**src/rtl/dsos_map.vh**
```
// Register map, field positions, reset values and timing counts of the drive
// status output selector. Included by the interrupt and top files of the block; the pulse generator does without it.
`ifndef DSOS_MAP_VH
`define DSOS_MAP_VH

// Register offsets on the 8-bit register port.
`define DSOS_ADDR_FUNC      8'h00
`define DSOS_ADDR_ZERO_FREQ 8'h04
`define DSOS_ADDR_TGT_LEN   8'h08
`define DSOS_ADDR_CUTOFF    8'h0C
`define DSOS_ADDR_STATE     8'h10
`define DSOS_ADDR_IRQ_STAT  8'h14
`define DSOS_ADDR_IRQ_EN    8'h18
`define DSOS_ADDR_IRQ_CLR   8'h1C

// Widths.
`define DSOS_ADDR_W   8
`define DSOS_DATA_W   32
`define DSOS_FUNC_W   5
`define DSOS_FREQ_W   16
`define DSOS_COND_W   10
`define DSOS_IRQ_W    4

// Reset values.
`define DSOS_FUNC_RST      5'h00
`define DSOS_ZERO_FREQ_RST 16'h0000
`define DSOS_TGT_LEN_RST   32'hFFFFFFFF
`define DSOS_CUTOFF_RST    32'hFFFFFFFF
`define DSOS_IRQ_EN_RST    4'h0

// Function codes of the output terminal.
`define DSOS_FC_ZERO_RUN   5'h0A
`define DSOS_FC_STAGE_DONE 5'h0B
`define DSOS_FC_CYCLE_DONE 5'h0C
`define DSOS_FC_LEN_REACH  5'h0F
`define DSOS_FC_READY      5'h10
`define DSOS_FC_FAULT      5'h11
`define DSOS_FC_RSVD_18    5'h12
`define DSOS_FC_TIME_REACH 5'h13
`define DSOS_FC_FWD_RUN    5'h14
`define DSOS_FC_REV_RUN    5'h15
`define DSOS_FC_RSVD_22    5'h16
`define DSOS_FC_SLEEP      5'h17

// Condition vector bit positions, also the state register layout.
`define DSOS_C_ZERO  0
`define DSOS_C_STAGE 1
`define DSOS_C_CYCLE 2
`define DSOS_C_LEN   3
`define DSOS_C_READY 4
`define DSOS_C_FAULT 5
`define DSOS_C_TIME  6
`define DSOS_C_FWD   7
`define DSOS_C_REV   8
`define DSOS_C_SLEEP 9
`define DSOS_S_TERM  10

// Interrupt bit positions.
`define DSOS_I_STAGE 0
`define DSOS_I_CYCLE 1
`define DSOS_I_TERM  2
`define DSOS_I_FAULT 3

// Pulse timing.
`define DSOS_PULSE_MS 250
`define DSOS_CLK_KHZ  250000

`endif

```
**src/rtl/dsos_pulse.v**
```verilog
// One-shot pulse generator: a trigger starts a pulse of PULSE_CYC cycles.
// Assumes a single clock and a one-cycle trigger from the sequencer.
`timescale 1ns/1ps

module dsos_pulse #(
    parameter PULSE_CYC = 62500000
) (
    // Clock and reset
    input  wire i_clk,
    input  wire i_rst,
    // Trigger and pulse
    input  wire i_trig,
    output wire o_pulse
);

localparam [1:0]  ST_IDLE = 2'b01;
localparam [1:0]  ST_RUN  = 2'b10;
localparam [31:0] LAST    = PULSE_CYC - 1;

reg [1:0]  state_r;
reg [31:0] cnt_r;

////////////////////////////////////////////////////////////////////////////////
// A trigger during a pulse restarts the count, so back-to-back stage ends
// stretch the pulse rather than merging two indications into a short gap.
always @(posedge i_clk) begin
    if (i_rst) begin
        state_r <= ST_IDLE;
        cnt_r   <= 32'h00000000;
    end else begin
        case (state_r)
            ST_IDLE: begin
                if (i_trig) begin
                    state_r <= ST_RUN;
                    cnt_r   <= 32'h00000000;
                end
            end
            ST_RUN: begin
                if (i_trig) begin
                    cnt_r <= 32'h00000000;
                end else if (cnt_r == LAST) begin
                    state_r <= ST_IDLE;
                    cnt_r   <= 32'h00000000;
                end else begin
                    cnt_r <= cnt_r + 32'h00000001;
                end
            end
            default: begin
                state_r <= ST_IDLE;
                cnt_r   <= 32'h00000000;
            end
        endcase
    end
end

assign o_pulse = state_r[1];

endmodule

```
**src/rtl/dsos_irq.v**
```verilog
// Sticky interrupt status with enable and write-one-to-clear registers.
// Assumes events are one-cycle pulses in the system clock domain.
`timescale 1ns/1ps
`include "dsos_map.vh"

module dsos_irq (
    // Clock and reset
    input  wire                   i_clk,
    input  wire                   i_rst,
    // Events
    input  wire [`DSOS_IRQ_W-1:0] i_evt,
    // Register writes
    input  wire                   i_en_wr,
    input  wire                   i_clr_wr,
    input  wire [`DSOS_IRQ_W-1:0] i_wdata,
    // Status and interrupt
    output wire [`DSOS_IRQ_W-1:0] o_stat,
    output wire [`DSOS_IRQ_W-1:0] o_en,
    output wire                   o_irq
);

reg [`DSOS_IRQ_W-1:0] stat_r;
reg [`DSOS_IRQ_W-1:0] en_r;

////////////////////////////////////////////////////////////////////////////////
// A new event wins over a clear written in the same cycle.
always @(posedge i_clk) begin
    if (i_rst) begin
        stat_r <= {`DSOS_IRQ_W{1'b0}};
        en_r   <= `DSOS_IRQ_EN_RST;
    end else begin
        if (i_clr_wr) begin
            stat_r <= (stat_r & ~i_wdata) | i_evt;
        end else begin
            stat_r <= stat_r | i_evt;
        end
        if (i_en_wr) begin
            en_r <= i_wdata;
        end
    end
end

assign o_stat = stat_r;
assign o_en   = en_r;
assign o_irq  = |(stat_r & en_r);

endmodule

```
**src/rtl/dsos_top.v**
```verilog
// Status output selector of a variable-frequency drive: picks the condition
// that drives one output terminal from a function code held in a register.
// Assumes drive status inputs synchronous to i_clk and one-cycle stage and
// cycle completion strobes from the sequencer.
//
// Decided for this implementation: the placing of the registers and the address-and-strobe port.
`timescale 1ns/1ps
`include "dsos_map.vh"

module dsos_top #(
    parameter PULSE_CYC = `DSOS_PULSE_MS * `DSOS_CLK_KHZ
) (
    // Clock and reset
    input  wire                   i_clk,
    input  wire                   i_rst,
    // Register port
    input  wire [`DSOS_ADDR_W-1:0] i_addr,
    input  wire [`DSOS_DATA_W-1:0] i_wdata,
    input  wire                   i_wr,
    input  wire                   i_rd,
    output wire [`DSOS_DATA_W-1:0] o_rdata,
    // Drive run status
    input  wire                   i_running,
    input  wire                   i_reverse,
    input  wire [`DSOS_FREQ_W-1:0] i_out_freq,
    // Sequencer strobes
    input  wire                   i_stage_done,
    input  wire                   i_cycle_done,
    // Length and run time monitors
    input  wire [31:0]            i_actual_length_monitor,
    input  wire [31:0]            i_accumulated_run_time_monitor,
    // Protection status
    input  wire                   i_fault,
    input  wire                   i_bus_volt_ok,
    input  wire                   i_run_inhibit,
    // Water supply application
    input  wire                   i_water_app,
    input  wire                   i_sleep,
    // Terminal and interrupt
    output wire                   o_term_on,
    output wire                   o_irq
);

////////////////////////////////////////////////////////////////////////////////
// Helpers.

// Unsigned compare shared by every reached-type condition.
function at_least;
    input [31:0] val;
    input [31:0] lim;
    begin
        at_least = (val >= lim);
    end
endfunction

// Full address match; the port decodes no aliases.
function hit;
    input [`DSOS_ADDR_W-1:0] addr;
    input [`DSOS_ADDR_W-1:0] offs;
    begin
        hit = (addr == offs);
    end
endfunction

function [31:0] widen_freq;
    input [`DSOS_FREQ_W-1:0] freq;
    begin
        widen_freq = {{(32-`DSOS_FREQ_W){1'b0}}, freq};
    end
endfunction

////////////////////////////////////////////////////////////////////////////////
// Declarations.

reg  [`DSOS_FUNC_W-1:0] func_r;
reg  [`DSOS_FREQ_W-1:0] zero_freq_range_setting_r;
reg  [31:0]             target_length_setting_r;
reg  [31:0]             run_cutoff_time_setting_r;
reg  [`DSOS_DATA_W-1:0] rdata_r;
reg  [`DSOS_DATA_W-1:0] rdata_nxt;
reg                     term_r;
reg                     term_nxt;
reg                     fault_d_r;
reg                     term_d_r;
reg  [`DSOS_COND_W-1:0] cond;

wire                    stage_pulse;
wire                    cycle_pulse;
wire [`DSOS_IRQ_W-1:0]  irq_evt;
wire [`DSOS_IRQ_W-1:0]  irq_stat;
wire [`DSOS_IRQ_W-1:0]  irq_en;
wire                    wr_func;
wire                    wr_zero;
wire                    wr_len;
wire                    wr_cutoff;
wire                    wr_irq_en;
wire                    wr_irq_clr;
wire                    term_rise;
wire                    fault_rise;

////////////////////////////////////////////////////////////////////////////////
// Register writes. Writes to read-only or unmapped offsets are ignored.
// Upper write data bits of the narrow settings are dropped. Settings keep
// their value through a fault; only reset restores the defaults.

assign wr_func    = i_wr & hit(i_addr, `DSOS_ADDR_FUNC);
assign wr_zero    = i_wr & hit(i_addr, `DSOS_ADDR_ZERO_FREQ);
assign wr_len     = i_wr & hit(i_addr, `DSOS_ADDR_TGT_LEN);
assign wr_cutoff  = i_wr & hit(i_addr, `DSOS_ADDR_CUTOFF);
assign wr_irq_en  = i_wr & hit(i_addr, `DSOS_ADDR_IRQ_EN);
assign wr_irq_clr = i_wr & hit(i_addr, `DSOS_ADDR_IRQ_CLR);

always @(posedge i_clk) begin
    if (i_rst) begin
        func_r                    <= `DSOS_FUNC_RST;
        zero_freq_range_setting_r <= `DSOS_ZERO_FREQ_RST;
        target_length_setting_r   <= `DSOS_TGT_LEN_RST;
        run_cutoff_time_setting_r <= `DSOS_CUTOFF_RST;
    end else begin
        if (wr_func) begin
            func_r <= i_wdata[`DSOS_FUNC_W-1:0];
        end
        if (wr_zero) begin
            zero_freq_range_setting_r <= i_wdata[`DSOS_FREQ_W-1:0];
        end
        if (wr_len) begin
            target_length_setting_r <= i_wdata;
        end
        if (wr_cutoff) begin
            run_cutoff_time_setting_r <= i_wdata;
        end
    end
end

////////////////////////////////////////////////////////////////////////////////
// Completion pulses. Both run all the time so that changing the function
// code mid-pulse shows the remainder of a pulse already under way.

dsos_pulse #(
    .PULSE_CYC (PULSE_CYC)
) u_stage_pulse (
    .i_clk   (i_clk),
    .i_rst   (i_rst),
    .i_trig  (i_stage_done),
    .o_pulse (stage_pulse)
);

dsos_pulse #(
    .PULSE_CYC (PULSE_CYC)
) u_cycle_pulse (
    .i_clk   (i_clk),
    .i_rst   (i_rst),
    .i_trig  (i_cycle_done),
    .o_pulse (cycle_pulse)
);

////////////////////////////////////////////////////////////////////////////////
// Condition vector.
// All comparisons are unsigned. The all-ones reset value of the length and
// cutoff settings keeps those two conditions false until software programs
// them, unless a monitor itself sits at its maximum.

always @* begin
    cond = {`DSOS_COND_W{1'b0}};
    cond[`DSOS_C_ZERO]  = i_running &
        at_least(widen_freq(zero_freq_range_setting_r), widen_freq(i_out_freq));
    cond[`DSOS_C_STAGE] = stage_pulse;
    cond[`DSOS_C_CYCLE] = cycle_pulse;
    cond[`DSOS_C_LEN]   = at_least(i_actual_length_monitor, target_length_setting_r);
    cond[`DSOS_C_READY] = ~i_fault & i_bus_volt_ok & ~i_run_inhibit;
    cond[`DSOS_C_FAULT] = i_fault;
    cond[`DSOS_C_TIME]  = at_least(i_accumulated_run_time_monitor, run_cutoff_time_setting_r);
    cond[`DSOS_C_FWD]   = i_running & ~i_reverse;
    cond[`DSOS_C_REV]   = i_running & i_reverse;
    cond[`DSOS_C_SLEEP] = i_water_app & i_sleep;
end

////////////////////////////////////////////////////////////////////////////////
// Selector. Codes served elsewhere and reserved codes leave the terminal off.
// Codes 0 to 9, 13, 14 and 24 upwards fall into the default branch.

always @* begin
    case (func_r)
        `DSOS_FC_ZERO_RUN:   term_nxt = cond[`DSOS_C_ZERO];
        `DSOS_FC_STAGE_DONE: term_nxt = cond[`DSOS_C_STAGE];
        `DSOS_FC_CYCLE_DONE: term_nxt = cond[`DSOS_C_CYCLE];
        `DSOS_FC_LEN_REACH:  term_nxt = cond[`DSOS_C_LEN];
        `DSOS_FC_READY:      term_nxt = cond[`DSOS_C_READY];
        `DSOS_FC_FAULT:      term_nxt = cond[`DSOS_C_FAULT];
        `DSOS_FC_TIME_REACH: term_nxt = cond[`DSOS_C_TIME];
        `DSOS_FC_FWD_RUN:    term_nxt = cond[`DSOS_C_FWD];
        `DSOS_FC_REV_RUN:    term_nxt = cond[`DSOS_C_REV];
        `DSOS_FC_SLEEP:      term_nxt = cond[`DSOS_C_SLEEP];
        `DSOS_FC_RSVD_18:    term_nxt = 1'b0;
        `DSOS_FC_RSVD_22:    term_nxt = 1'b0;
        default:             term_nxt = 1'b0;
    endcase
end

// The terminal is registered so that it never glitches while the code or
// the comparator inputs change; the cost is one cycle of latency.
always @(posedge i_clk) begin
    if (i_rst) begin
        term_r    <= 1'b0;
        term_d_r  <= 1'b0;
        fault_d_r <= 1'b0;
    end else begin
        term_r    <= term_nxt;
        term_d_r  <= term_r;
        fault_d_r <= i_fault;
    end
end

assign o_term_on = term_r;

////////////////////////////////////////////////////////////////////////////////
// Interrupts. The terminal event follows the registered terminal, so it reports
// what the load saw, one cycle after the condition. A fault event is taken on
// the first cycle in which the fault input is seen high.

assign term_rise  = term_r & ~term_d_r;
assign fault_rise = i_fault & ~fault_d_r;

assign irq_evt[`DSOS_I_STAGE] = i_stage_done;
assign irq_evt[`DSOS_I_CYCLE] = i_cycle_done;
assign irq_evt[`DSOS_I_TERM]  = term_rise;
assign irq_evt[`DSOS_I_FAULT] = fault_rise;

dsos_irq u_irq (
    .i_clk    (i_clk),
    .i_rst    (i_rst),
    .i_evt    (irq_evt),
    .i_en_wr  (wr_irq_en),
    .i_clr_wr (wr_irq_clr),
    .i_wdata  (i_wdata[`DSOS_IRQ_W-1:0]),
    .o_stat   (irq_stat),
    .o_en     (irq_en),
    .o_irq    (o_irq)
);

////////////////////////////////////////////////////////////////////////////////
// Read path. Data stand for exactly one cycle after the read strobe and read
// as zero otherwise, including for unmapped and write-only offsets.

always @* begin
    rdata_nxt = {`DSOS_DATA_W{1'b0}};
    if (i_rd) begin
        case (i_addr)
            `DSOS_ADDR_FUNC: begin
                rdata_nxt[`DSOS_FUNC_W-1:0] = func_r;
            end
            `DSOS_ADDR_ZERO_FREQ: begin
                rdata_nxt[`DSOS_FREQ_W-1:0] = zero_freq_range_setting_r;
            end
            `DSOS_ADDR_TGT_LEN: begin
                rdata_nxt = target_length_setting_r;
            end
            `DSOS_ADDR_CUTOFF: begin
                rdata_nxt = run_cutoff_time_setting_r;
            end
            // Pulse bits show the internal pulse, one cycle ahead of the terminal.
            `DSOS_ADDR_STATE: begin
                rdata_nxt[`DSOS_COND_W-1:0] = cond;
                rdata_nxt[`DSOS_S_TERM]     = term_r;
            end
            `DSOS_ADDR_IRQ_STAT: begin
                rdata_nxt[`DSOS_IRQ_W-1:0] = irq_stat;
            end
            `DSOS_ADDR_IRQ_EN: begin
                rdata_nxt[`DSOS_IRQ_W-1:0] = irq_en;
            end
            // The clear offset is write-only and reads as zero.
            `DSOS_ADDR_IRQ_CLR: begin
                rdata_nxt = {`DSOS_DATA_W{1'b0}};
            end
            default: begin
                rdata_nxt = {`DSOS_DATA_W{1'b0}};
            end
        endcase
    end
end

always @(posedge i_clk) begin
    if (i_rst) begin
        rdata_r <= {`DSOS_DATA_W{1'b0}};
    end else begin
        rdata_r <= rdata_nxt;
    end
end

assign o_rdata = rdata_r;

endmodule

```
**config.mk**
```make
export PLATFORM = sky130hd
export DESIGN_NAME = dsos_top
export DESIGN_NICKNAME = d
export VERILOG_FILES = /design/src/rtl/dsos_pulse.v /design/src/rtl/dsos_irq.v /design/src/rtl/dsos_top.v
export VERILOG_INCLUDE_DIRS = /design/src /design/src/rtl
export SDC_FILE = /design/constraint.sdc
export NUM_CORES = 1
export LEC_CHECK = 0
export ABC_CLOCK_PERIOD_IN_PS = 2150
export BUFFER_PORTS_ARGS = -buffer_cell sky130_fd_sc_hd__buf_4
export CAP_MARGIN = 10
export CELL_PAD_IN_SITES_DETAIL_PLACEMENT = 1
export CELL_PAD_IN_SITES_GLOBAL_PLACEMENT = 2
export CORE_ASPECT_RATIO = 1.1
export CORE_MARGIN = 8
export CORE_UTILIZATION = 31
export CTS_CLUSTER_DIAMETER = 120
export CTS_CLUSTER_SIZE = 28
export DETAILED_ROUTE_END_ITERATION = 7
export MAX_ROUTING_LAYER = met4
export PLACE_DENSITY = 0.8
export SYNTH_ARGS = -nofsm -noshare
export SYNTH_HDL_FRONTEND = slang
export SYNTH_SLANG_ARGS = --single-unit
```
**constraint.sdc**
```tcl
create_clock -name i_clk -period 2.15 [get_ports i_clk]
set_input_delay 0.1075 -clock i_clk [delete_from_list [all_inputs] [get_ports i_clk]]
set_output_delay 0.1075 -clock i_clk [all_outputs]
set_load 0.02 [all_outputs]
```
# Word-level counts from Yosys, hierarchy flattened

Index checks and enable logic that the tools add are counted.

Register bits: 196
Output and inout bits: 34
Word-level logic and storage cells: 101

Add/sub/neg operators: 2
$lt $le $gt $ge: 3
Eq/ne operators: 29
Muxes and demuxes: 23
Bitwise operators: 25
Reduce and logical (&&, ||, !) cells: 5

Operator list:

| kind                                                                     | number |
|---|---|
| 32-bit 2-to-1 mux                                                        | 6 |
| 32-bit case mux with 2 select lines                                      | 2 |
| 32-bit by 1-bit adder with 32-bit output (second input constant)         | 2 |
| 32-bit by 26-bit equality test with 1-bit output (second input constant) | 2 |
| 32-bit greater-or-equal comparator                                       | 2 |
| 8-bit by 5-bit equality test with 1-bit output (second input constant)   | 4 |
| 16-bit case mux with 2 select lines                                      | 1 |
| 5-bit equality test (second input constant)                              | 6 |
| 4-bit case mux with 7 select lines                                       | 1 |
| 6-bit case mux with 4 select lines                                       | 1 |
| 5-bit by 4-bit equality test with 1-bit output (second input constant)   | 4 |
| 8-bit by 4-bit equality test with 1-bit output (second input constant)   | 2 |
| 16-bit greater-or-equal comparator                                       | 1 |
| 5-bit case mux with 3 select lines                                       | 1 |
| 1-bit bitwise AND                                                        | 14 |
| 2-bit 2-to-1 mux                                                         | 6 |
| 1-bit case mux with 10 select lines                                      | 1 |
| 4-bit bitwise AND                                                        | 2 |
| 8-bit by 3-bit equality test with 1-bit output (second input constant)   | 1 |
| 8-bit logical NOT                                                        | 1 |
| 2-bit != test (second input constant)                                    | 4 |
| 4-bit bitwise OR                                                         | 2 |
| 2-bit case mux with 2 select lines                                       | 2 |
| 1-bit inverter                                                           | 6 |
| 9 further kinds                                                          | 13 |

# Depth between registers and ports, before layout

Gate-level depths: netlist (run 1).

Word-level depth: 4
Mapped depth: 8
Gate-level depth less buffers: 8

# By module

A second synthesis (run 1) with hierarchy kept.

Cells, all modules: 1251
Area, all modules: 10460.0 um2

Modules (own cells, without submodules):

| module     | instances | cells each | area an instance (um2) | sequential area each (um2) |
|---|---|---|---|---|
| dsos_top   | 1         | 832        | 6814.0                 | 2402.3 |
| dsos_pulse | 2         | 193        | 1665.3                 | 680.7 |
| dsos_irq   | 1         | 33         | 315.3                  | 160.2 |

# Worst setup path after synthesis (run 1)

OpenSTA, ideal clock, no wires.

Kind: register -> register
Start: register zero_freq_range_setting_r[0]
End: register term_r, in the netlist o_term_on
Arrival time: 1.963 ns
Required time: 2.028 ns
Path slack: 0.065 ns
Stages on the path, launching flop included: 9
Buffers on the path: 0
Clock period less this slack: 2.085 ns
Cells stage by stage: dfxtp_1 > inv_1 > ha_1 > nand2b_1 > a2111oi_0 > o21ai_0 > a211o_1 > a32o_1 > a311o_1

Word-level cells in the longest chain between the ends: 3

Ends and longest elaborated chain:

| what                                | RTL line       | text |
|---|---|---|
| start: declaration                  | dsos_top.v:76  | `` reg [`DSOS_FREQ_W-1:0] zero_freq_range_setting_r; `` |
| start signal: assignment            | dsos_top.v:116 | `` zero_freq_range_setting_r <= `DSOS_ZERO_FREQ_RST; `` |
| start signal: assignment            | dsos_top.v:124 | `` zero_freq_range_setting_r <= i_wdata[`DSOS_FREQ_W-1:0]; `` |
| 16-bit greater-or-equal comparator  | dsos_top.v:52  | `at_least = (val >= lim);` |
| 1-bit bitwise AND                   | dsos_top.v:165 | `` cond[`DSOS_C_ZERO] = i_running & `` |
| 1-bit case mux with 10 select lines | dsos_top.v:183 | `case (func_r)` |
| end signal: assignment              | dsos_top.v:208 | `term_r <= term_nxt;` |
| end: declaration                    | dsos_top.v:81  | `reg term_r;` |

No other way between the ends.
A chain may end at the register's enable or synchronous reset.

# Worst setup path in the final report (run 1)

Start: register zero_freq_range_setting_r[1]
End: register term_r, in the netlist o_term_on

The elaborated chain is that of the path after synthesis.

==> summary.md, run 1 <==
| Metric | Value |
|---|---|
| Status | `finished with violations` |
| Failing checks | `setup timing` |
| Clock sink count | `196` |
| Slew of the pin with the lowest slew margin | `585 ps` |
| TritonRoute pass-1 iters | `4` |
| Worst Hold Launch | `i_sleep` |
| Slowest Stage Delay on Critical Path | `370 ps` |
| Worst slew margin | `60.9%` |
| Die height | `208 um` |
| Site Rows | `70` |
| Post-synth top area share | `37.9%` |
| Cell Pwr Density | `559 mW/mm^2` |
| Tmin final | `2190 ps` |
| Asr flop ratio synth | `0%` |
| Synth Instances | `1,201` |
| Most Crowded Layer GR | `met2` |
| Routed wire length | `34,700 um` |
| Register area share after synthesis | `37.9%` |
| Area of the multi-input gates | `0.00619 sq mm` |
| Maximum vdd drop | `492 uV` |
| Pre-CTS setup slack | `-223 ps` |
| Cell Chain, Critical Path | `ha_1, a2111oi_4, o21ai_1, a211o_1, a32o_1, a311o_1` |
| Proportion of synthesized area in mux cells | `5.76%` |
| Setup slack, reg-to-reg | `-40 ps` |
| Setup Viol. Count Final | `1` |
| Primary FF master, synth | `dfxtp_1` |
| Post-synth top cells | `196 x dfxtp_1, 186 x nor2_1, 109 x nand2_1` |
| Fin nets | `1,661` |
| Core area | `0.0331 sq mm` |
| Combinational family with the most area after synthesis | `simple AND/OR/NAND/NOR gates` |
| CP Capture Type | `flip-flop` |
| Post-synthesis compound-gate area fraction | `11.2%` |
| Final HPWL DP | `26,300 um` |
| Routability Congestion | `0.820` |
| CP arrival | `2510 ps` |
| IO Count | `167` |
| Antenna-violating nets left | `0` |
| FF-to-FF Start | `zero_freq_range_setting_r[1]` |
| Worst Path Required | `2480 ps` |
| Area growth, synth to finish | `34.3%` |
| Syn avg cell area | `8.63 sq um` |
| Critical path fanouts, max | `3` |
| Met2 usage | `29.5%` |
| Worst Skew | `13.8 ps` |
| CTS buffer count | `17` |
| Leak | `6.44 nW` |
| Fin cells | `1,896` |
| Grt met3 use | `3.49%` |
| PnR worst setup slack | `-36.9 ps` |
| Root buffer cell | `clkbuf_16` |
| First-pass GRT wire length | `53,700 um` |
| Synth area leaders | `dfxtp_1 38%, ha_1 9.9%, nor2_1 6.7%` |
| RSZ-0062 raised after global routing | `true` |
| Vias per cell | `4.94` |
| XOR/XNOR Fraction of Synth Area | `5.16%` |
| Vias | `9,360` |
| Vias in the first global route | `10.1k` |
| CP Launch Type | `flip-flop` |
| Slowest CP cell | `a211o_1` |
| Placed insts | `1,818` |
| #FFs+latches synth | `196` |
| Die area | `0.0395 sq mm` |
| Crit path kind | `flip-flop to flip-flop` |
| Total GRT Usage | `17.4%` |
| Initial Util | `31.3%` |
| Adder-Cell Fraction of Synth Area | `9.90%` |
| Clock transition at path regs | `70 ps` |
| Syn nets | `1,416` |
| Max H-tree Level | `4` |
| CP delay by family, top | `compound AO/OA/AOI/OAI gates` |
| Final Max Slew Viols | `0` |
| Unique masters post-synth | `73` |
| Top-count cell post-synth | `dfxtp_1` |
| Peak Freq | `457 MHz` |
| FF/Latch Area | `0.00396 sq mm` |
| Max-cap violation count | `0` |
| HP Class | `input port to flip-flop` |
| Final hold vios | `0` |
| Post-synthesis simple-gate area fraction | `24.1%` |
| Worst-case clock buffer depth | `2` |
| Fin crit share | `102%` |
| Worst setup path start | `zero_freq_range_setting_r[1]` |
| Met1 usage | `20.1%` |
| CTS tree | `built` |
| Synth Cell Area | `0.0104 sq mm` |
| Setup tns final | `-36.9 ps` |
| DR DRC count | `0` |
| Initial drt markers | `394` |
| WP buf/inv | `0` |
| Die X | `190 um` |
| Fillers | `3,896` |
| Largest net degree at the start of global routing | `102` |
| EDFF count, synth | `0` |
| PortBufs | `166` |
| Antenna violations before repair | `5` |
| DR WL/cell | `18.3 um` |
| Share of layout cells above drive strength 1 | `26.1%` |
| Yosys warnings | `0` |
| Grt ovf | `0` |
| Area leader, netlist | `dfxtp_1` |
| Clk_lat worst skew | `440 ps` |
report_power, final:
part / total, mW / leakage (nW) / switching (mW) / internal [mW]
logic: 0.732 / 4.58 / 0.348 / 0.384
registers: 3.66 / 1.57 / 0.0140 / 3.64
clock network: 3.38 / 0.294 / 1.51 / 1.88
layout make-up:
type / count / share of cell area, %
multi-input cells: 855 / 44.5
diodes: 6 / 0.108
clock buffers: 18 / 3.16
flip-flops and latches: 196 / 28.4
inverters: 99 / 2.67
clock inverters: 13 / 1.21
repair buffers: 277 / 16.0
well taps: 432 / 3.89
worst paths after layout:
check,end,cells after the start
worst max-delay path,o_term_on,6
worst min-delay path,o_rdata[9],3
worst max register to register,o_term_on,6
worst min register to register,u_irq.o_stat[3],2
placed cells by master (no fill, tap or decap), types with 8 or more instances in the layout:
master and instances:
buf_4 234, nor2_1 185, dfxtp_1 171, nand2_1 109, inv_1 92, ha_1 65
mux2i_1 36, dlygate4sd3_1 36, nand3b_1 34, a211o_1 34, a21oi_1 34, nand3_1 32
xor2_1 31, xnor2_1 30, dfxtp_2 25, nand4_1 24, and3_1 23, ha_4 17
clkbuf_16 17, a22oi_1 13, o21ai_0 13, nor3_1 13, nor2b_1 12, mux2_2 11
nor4_1 8
worst reg2reg max path: cells and delay by family (launching register included):
family / cells / cell delay, ps
flip-flops: 1 / 360
AO/OA/AOI/OAI: 5 / 1380
adder cells (fa/ha/maj): 1 / 330
per-layer routing:
metal	wire [um]	share of wire [%]
met5	0	0
met2	17700	51
met4	947	2.7
met3	1180	3.4
met1	14900	43
sequential cells by signal, summed over array words and instances (netlist names), 2 cells and up:
signal                     flops
at_least.lim                  32
o_rdata                       32
target_length_setting_r       32
u_cycle_pulse.cnt_r           32
u_stage_pulse.cnt_r           32
zero_freq_range_setting_r     16
func_r                         5
u_irq.o_en                     4
u_irq.o_stat                   4
u_cycle_pulse.state_r          2
u_stage_pulse.state_r          2
per-stage QoR:
stage	total power, mW	hold WS (ps)	area, sq um	utilization [%]
floorplan	4.01	186	10400	-
CTS	7.83	3.18	13500	40.8
finish	7.77	15.3	13900	42.0
global route	8.05	11.5	13900	42.0
global placement	4.37	323	12500	37.7
detailed placement	4.38	329	12500	37.7
cell families after synthesis:
group | Yosys count
adder cells (fa/ha/maj) | 82
AO/OA/AOI/OAI | 162
multiplexers | 52
flip-flops | 196
AND/OR/NAND/NOR | 498
buffers and inverters | 150
XOR/XNOR | 61
timing repair:
action	CTS	global route
hold endpoints to repair	93	0
hold buffers	36	0
buffers inserted	0	5
endpoints found under the setup margin	4	35
pin swaps	11	26
gates cloned	0	1
resized for setup	19	74
Power figures use the tool's default switching activity.
==> inputs of run 2 (changes only) <==
--- a/config.mk
+++ b/config.mk
@@ -9,16 +9,14 @@
 export ABC_CLOCK_PERIOD_IN_PS = 2150
 export BUFFER_PORTS_ARGS = -buffer_cell sky130_fd_sc_hd__buf_4
 export CAP_MARGIN = 10
-export CELL_PAD_IN_SITES_DETAIL_PLACEMENT = 1
-export CELL_PAD_IN_SITES_GLOBAL_PLACEMENT = 2
 export CORE_ASPECT_RATIO = 1.1
 export CORE_MARGIN = 8
-export CORE_UTILIZATION = 31
+export CORE_UTILIZATION = 40
 export CTS_CLUSTER_DIAMETER = 120
 export CTS_CLUSTER_SIZE = 28
 export DETAILED_ROUTE_END_ITERATION = 7
 export MAX_ROUTING_LAYER = met4
-export PLACE_DENSITY = 0.8
+export PLACE_DENSITY = 0.65
 export SYNTH_ARGS = -nofsm -noshare
 export SYNTH_HDL_FRONTEND = slang
 export SYNTH_SLANG_ARGS = --single-unit
==> constraint.sdc (replaced) <==
create_clock -name i_clk -period 2.15 [get_ports i_clk]
set_input_delay 0.1075 -clock i_clk [delete_from_list [all_inputs] [get_ports i_clk]]
set_output_delay 0.1075 -clock i_clk [all_outputs]
set_load 0.1 [all_outputs]
==> summary.md, run 2 (synthesis results as in run 1) <==
| Metric | Value |
|---|---|
| Die height | `185 um (was 208 um)` |
| Design Area, Final | `0.0135 sq mm (was 0.0139 sq mm)` |
| Vias | `9,172 (was 9,360)` |
| CP Launch Type | `flip-flop (unchanged)` |
| Site Rows | `61 (was 70)` |
| Max-cap violation count | `0 (unchanged)` |
| Vias in the first global route | `9,103 (was 10.1k)` |
| HP Class | `input port to flip-flop (unchanged)` |
| DR WL/cell | `16.4 um (was 18.3 um)` |
| Cell Chain, Critical Path | `inv_2, ha_4, and4_4, nand4_1, o32a_1, a311o_1, o211ai_1, a311o_1 (was ha_1, a2111oi_4, o21ai_1, a211o_1, a32o_1, a311o_1)` |
| Total power | `7.57 mW (was 7.77 mW)` |
| Die area | `0.0313 sq mm (was 0.0395 sq mm)` |
| IO Count | `167 (unchanged)` |
| First-pass GRT wire length | `46,500 um (was 53,700 um)` |
| Max H-tree Level | `4 (unchanged)` |
| Share of layout cells above drive strength 1 | `23.7% (was 26.1%)` |
| Root buffer cell | `clkbuf_16 (unchanged)` |
| Worst Path Required | `2540 ps (was 2480 ps)` |
| Slowest CP cell | `o32a_1 (was a211o_1)` |
| Worst hold slack | `35.2 ps (was 15.3 ps)` |
| Fin crit share | `100% (was 102%)` |
| TritonRoute pass-1 iters | `5 (was 4)` |
| Area of the multi-input gates | `0.00609 sq mm (was 0.00619 sq mm)` |
| CP Capture Type | `flip-flop (unchanged)` |
| Dpl cell area | `0.0122 sq mm (was 0.0125 sq mm)` |
| Worst-case clock buffer depth | `2 (unchanged)` |
| Maximum vdd drop | `400 uV (was 492 uV)` |
| Total GRT Usage | `19.1% (was 17.4%)` |
| Routed wire length | `29,300 um (was 34,700 um)` |
| DR DRC count | `0 (unchanged)` |
| Routability Congestion | `0.883 (was 0.820)` |
| Slew of the pin with the lowest slew margin | `604 ps (was 585 ps)` |
| PnR worst setup slack | `-9.93 ps (was -36.9 ps)` |
| Most frequent cells in the layout | `216 x buf_4, 186 x nor2_1, 179 x dfxtp_1 (was 234 x buf_4, 185 x nor2_1, 171 x dfxtp_1)` |
| Worst Skew | `10.9 ps (was 13.8 ps)` |
| CP dominant cell by count | `a311o_1` |
| Worst slew margin | `59.6% (was 60.9%)` |
| Area growth, synth to finish | `30.4% (was 34.3%)` |
| Pre-CTS setup slack | `-297 ps (was -223 ps)` |
| Fillers | `2,363 (was 3,896)` |
| FF/Latch Area | `0.00395 sq mm (was 0.00396 sq mm)` |
| CTS buffer count | `17 (unchanged)` |
| Status | `finished with violations (unchanged)` |
| Leak | `6.34 nW (was 6.44 nW)` |
| Slowest Stage Delay on Critical Path | `390 ps (was 370 ps)` |
| Peak Freq | `463 MHz (was 457 MHz)` |
| Antenna violations before repair | `0 (was 5)` |
| Core area | `0.0253 sq mm (was 0.0331 sq mm)` |
| Failing checks | `setup timing (unchanged)` |
| Commonest non-fill, non-tap cell in the layout | `buf_4 (unchanged)` |
| Critical path fanouts, max | `3 (unchanged)` |
| Final Max Slew Viols | `0 (unchanged)` |
| Initial Util | `40.9% (was 31.3%)` |
| Initial drt markers | `579 (was 394)` |
| CP arrival | `2550 ps (was 2510 ps)` |
| Tmin final | `2160 ps (was 2190 ps)` |
| Setup Viol. Count Final | `2 (was 1)` |
| RSZ-0062 raised after global routing | `true (unchanged)` |
| Final HPWL DP | `22,300 um (was 26,300 um)` |
| Fin nets | `1,642 (was 1,661)` |
| Clk_lat worst skew | `440 ps (about the same)` |
| Setup tns final | `-19.8 ps (was -36.9 ps)` |
| Final hold vios | `0 (unchanged)` |
| Antenna-violating nets left | `0 (unchanged)` |
| Clock sink count | `196 (unchanged)` |
| Clock transition at path regs | `80 ps (was 70 ps)` |
| PortBufs | `166 (unchanged)` |
| Grt ovf | `0 (unchanged)` |
| Crit path kind | `flip-flop to flip-flop (unchanged)` |
| Die X | `169 um (was 190 um)` |
| Cell Pwr Density | `561 mW/mm^2 (was 559 mW/mm^2)` |
| CTS tree | `built (unchanged)` |
| Antenna Cells | `0 (was 6)` |
| Vias per cell | `5.14 (was 4.94)` |
| Largest net degree at the start of global routing | `57 (was 102)` |
-- run 2: area by class of cell --
| type | count | share of cell area (%) |
|---|---|---|
| multi-input combinational | 855 | 45.1 |
| clock buffer | 17 | 3.15 |
| sequential | 196 | 29.2 |
| tap | 346 | 3.21 |
| inverter | 99 | 2.75 |
| timing repair buffer | 258 | 15.3 |
| clock inverter | 15 | 1.24 |
-- run 2: worst paths after layout --
path	cells past startpoint	to	slack [ps]	startpoint
worst max-delay path	8	o_term_on	-10	target_length_setting_r[13]
worst min-delay path	3	o_rdata[7]	40	i_running
worst max register to register	8	o_term_on	-10	target_length_setting_r[13]
worst min register to register	2	target_length_setting_r[14]	480	target_length_setting_r[14]
-- run 2: stage by stage --
| step | cells | utilization, % |
|---|---|---|
| after global routing | 1786 | 53.3 |
| after CTS | 1783 | 52.7 |
| final | 1786 | 53.3 |
| after detailed placement | 1707 | 48.0 |
| after global placement | 1707 | 48.0 |
| after floorplan | 1201 | - |
-- run 2: per-layer routing --
metal	wire length [um]	vias to the layer above	GRT usage, %
li1	-	4603	-
met1	13400	4285	23.7
met2	14000	237	31.1
met3	1100	47	2.92
met4	763	0	7.05
met5	0	-	-
-- run 2: worst max-delay path: cells and delay by family (launching register included) --
kind	cells	cell delay [ps]
flops	1	360
fa+ha+maj	1	270
simple gates	2	300
compound gates	4	1140
buf+inv	1	50
-- run 2: what timing repair did --
item / in CTS / in global routing
resized for setup: 40 / 28
pin swaps: 17 / 14
setup buffers: 6 / 3
cloned: 0 / 0
setup endpoints to repair: 3 / 61
hold buffers: 39 / 0
hold endpoints to repair: 91 / 0
-- run 2: power by group --
part / switching (mW) / leakage [nW] / internal (mW) / total, mW
clock network: 1.55 / 0.283 / 1.65 / 3.20
logic: 0.335 / 4.49 / 0.376 / 0.712
registers: 0.0138 / 1.58 / 3.64 / 3.66
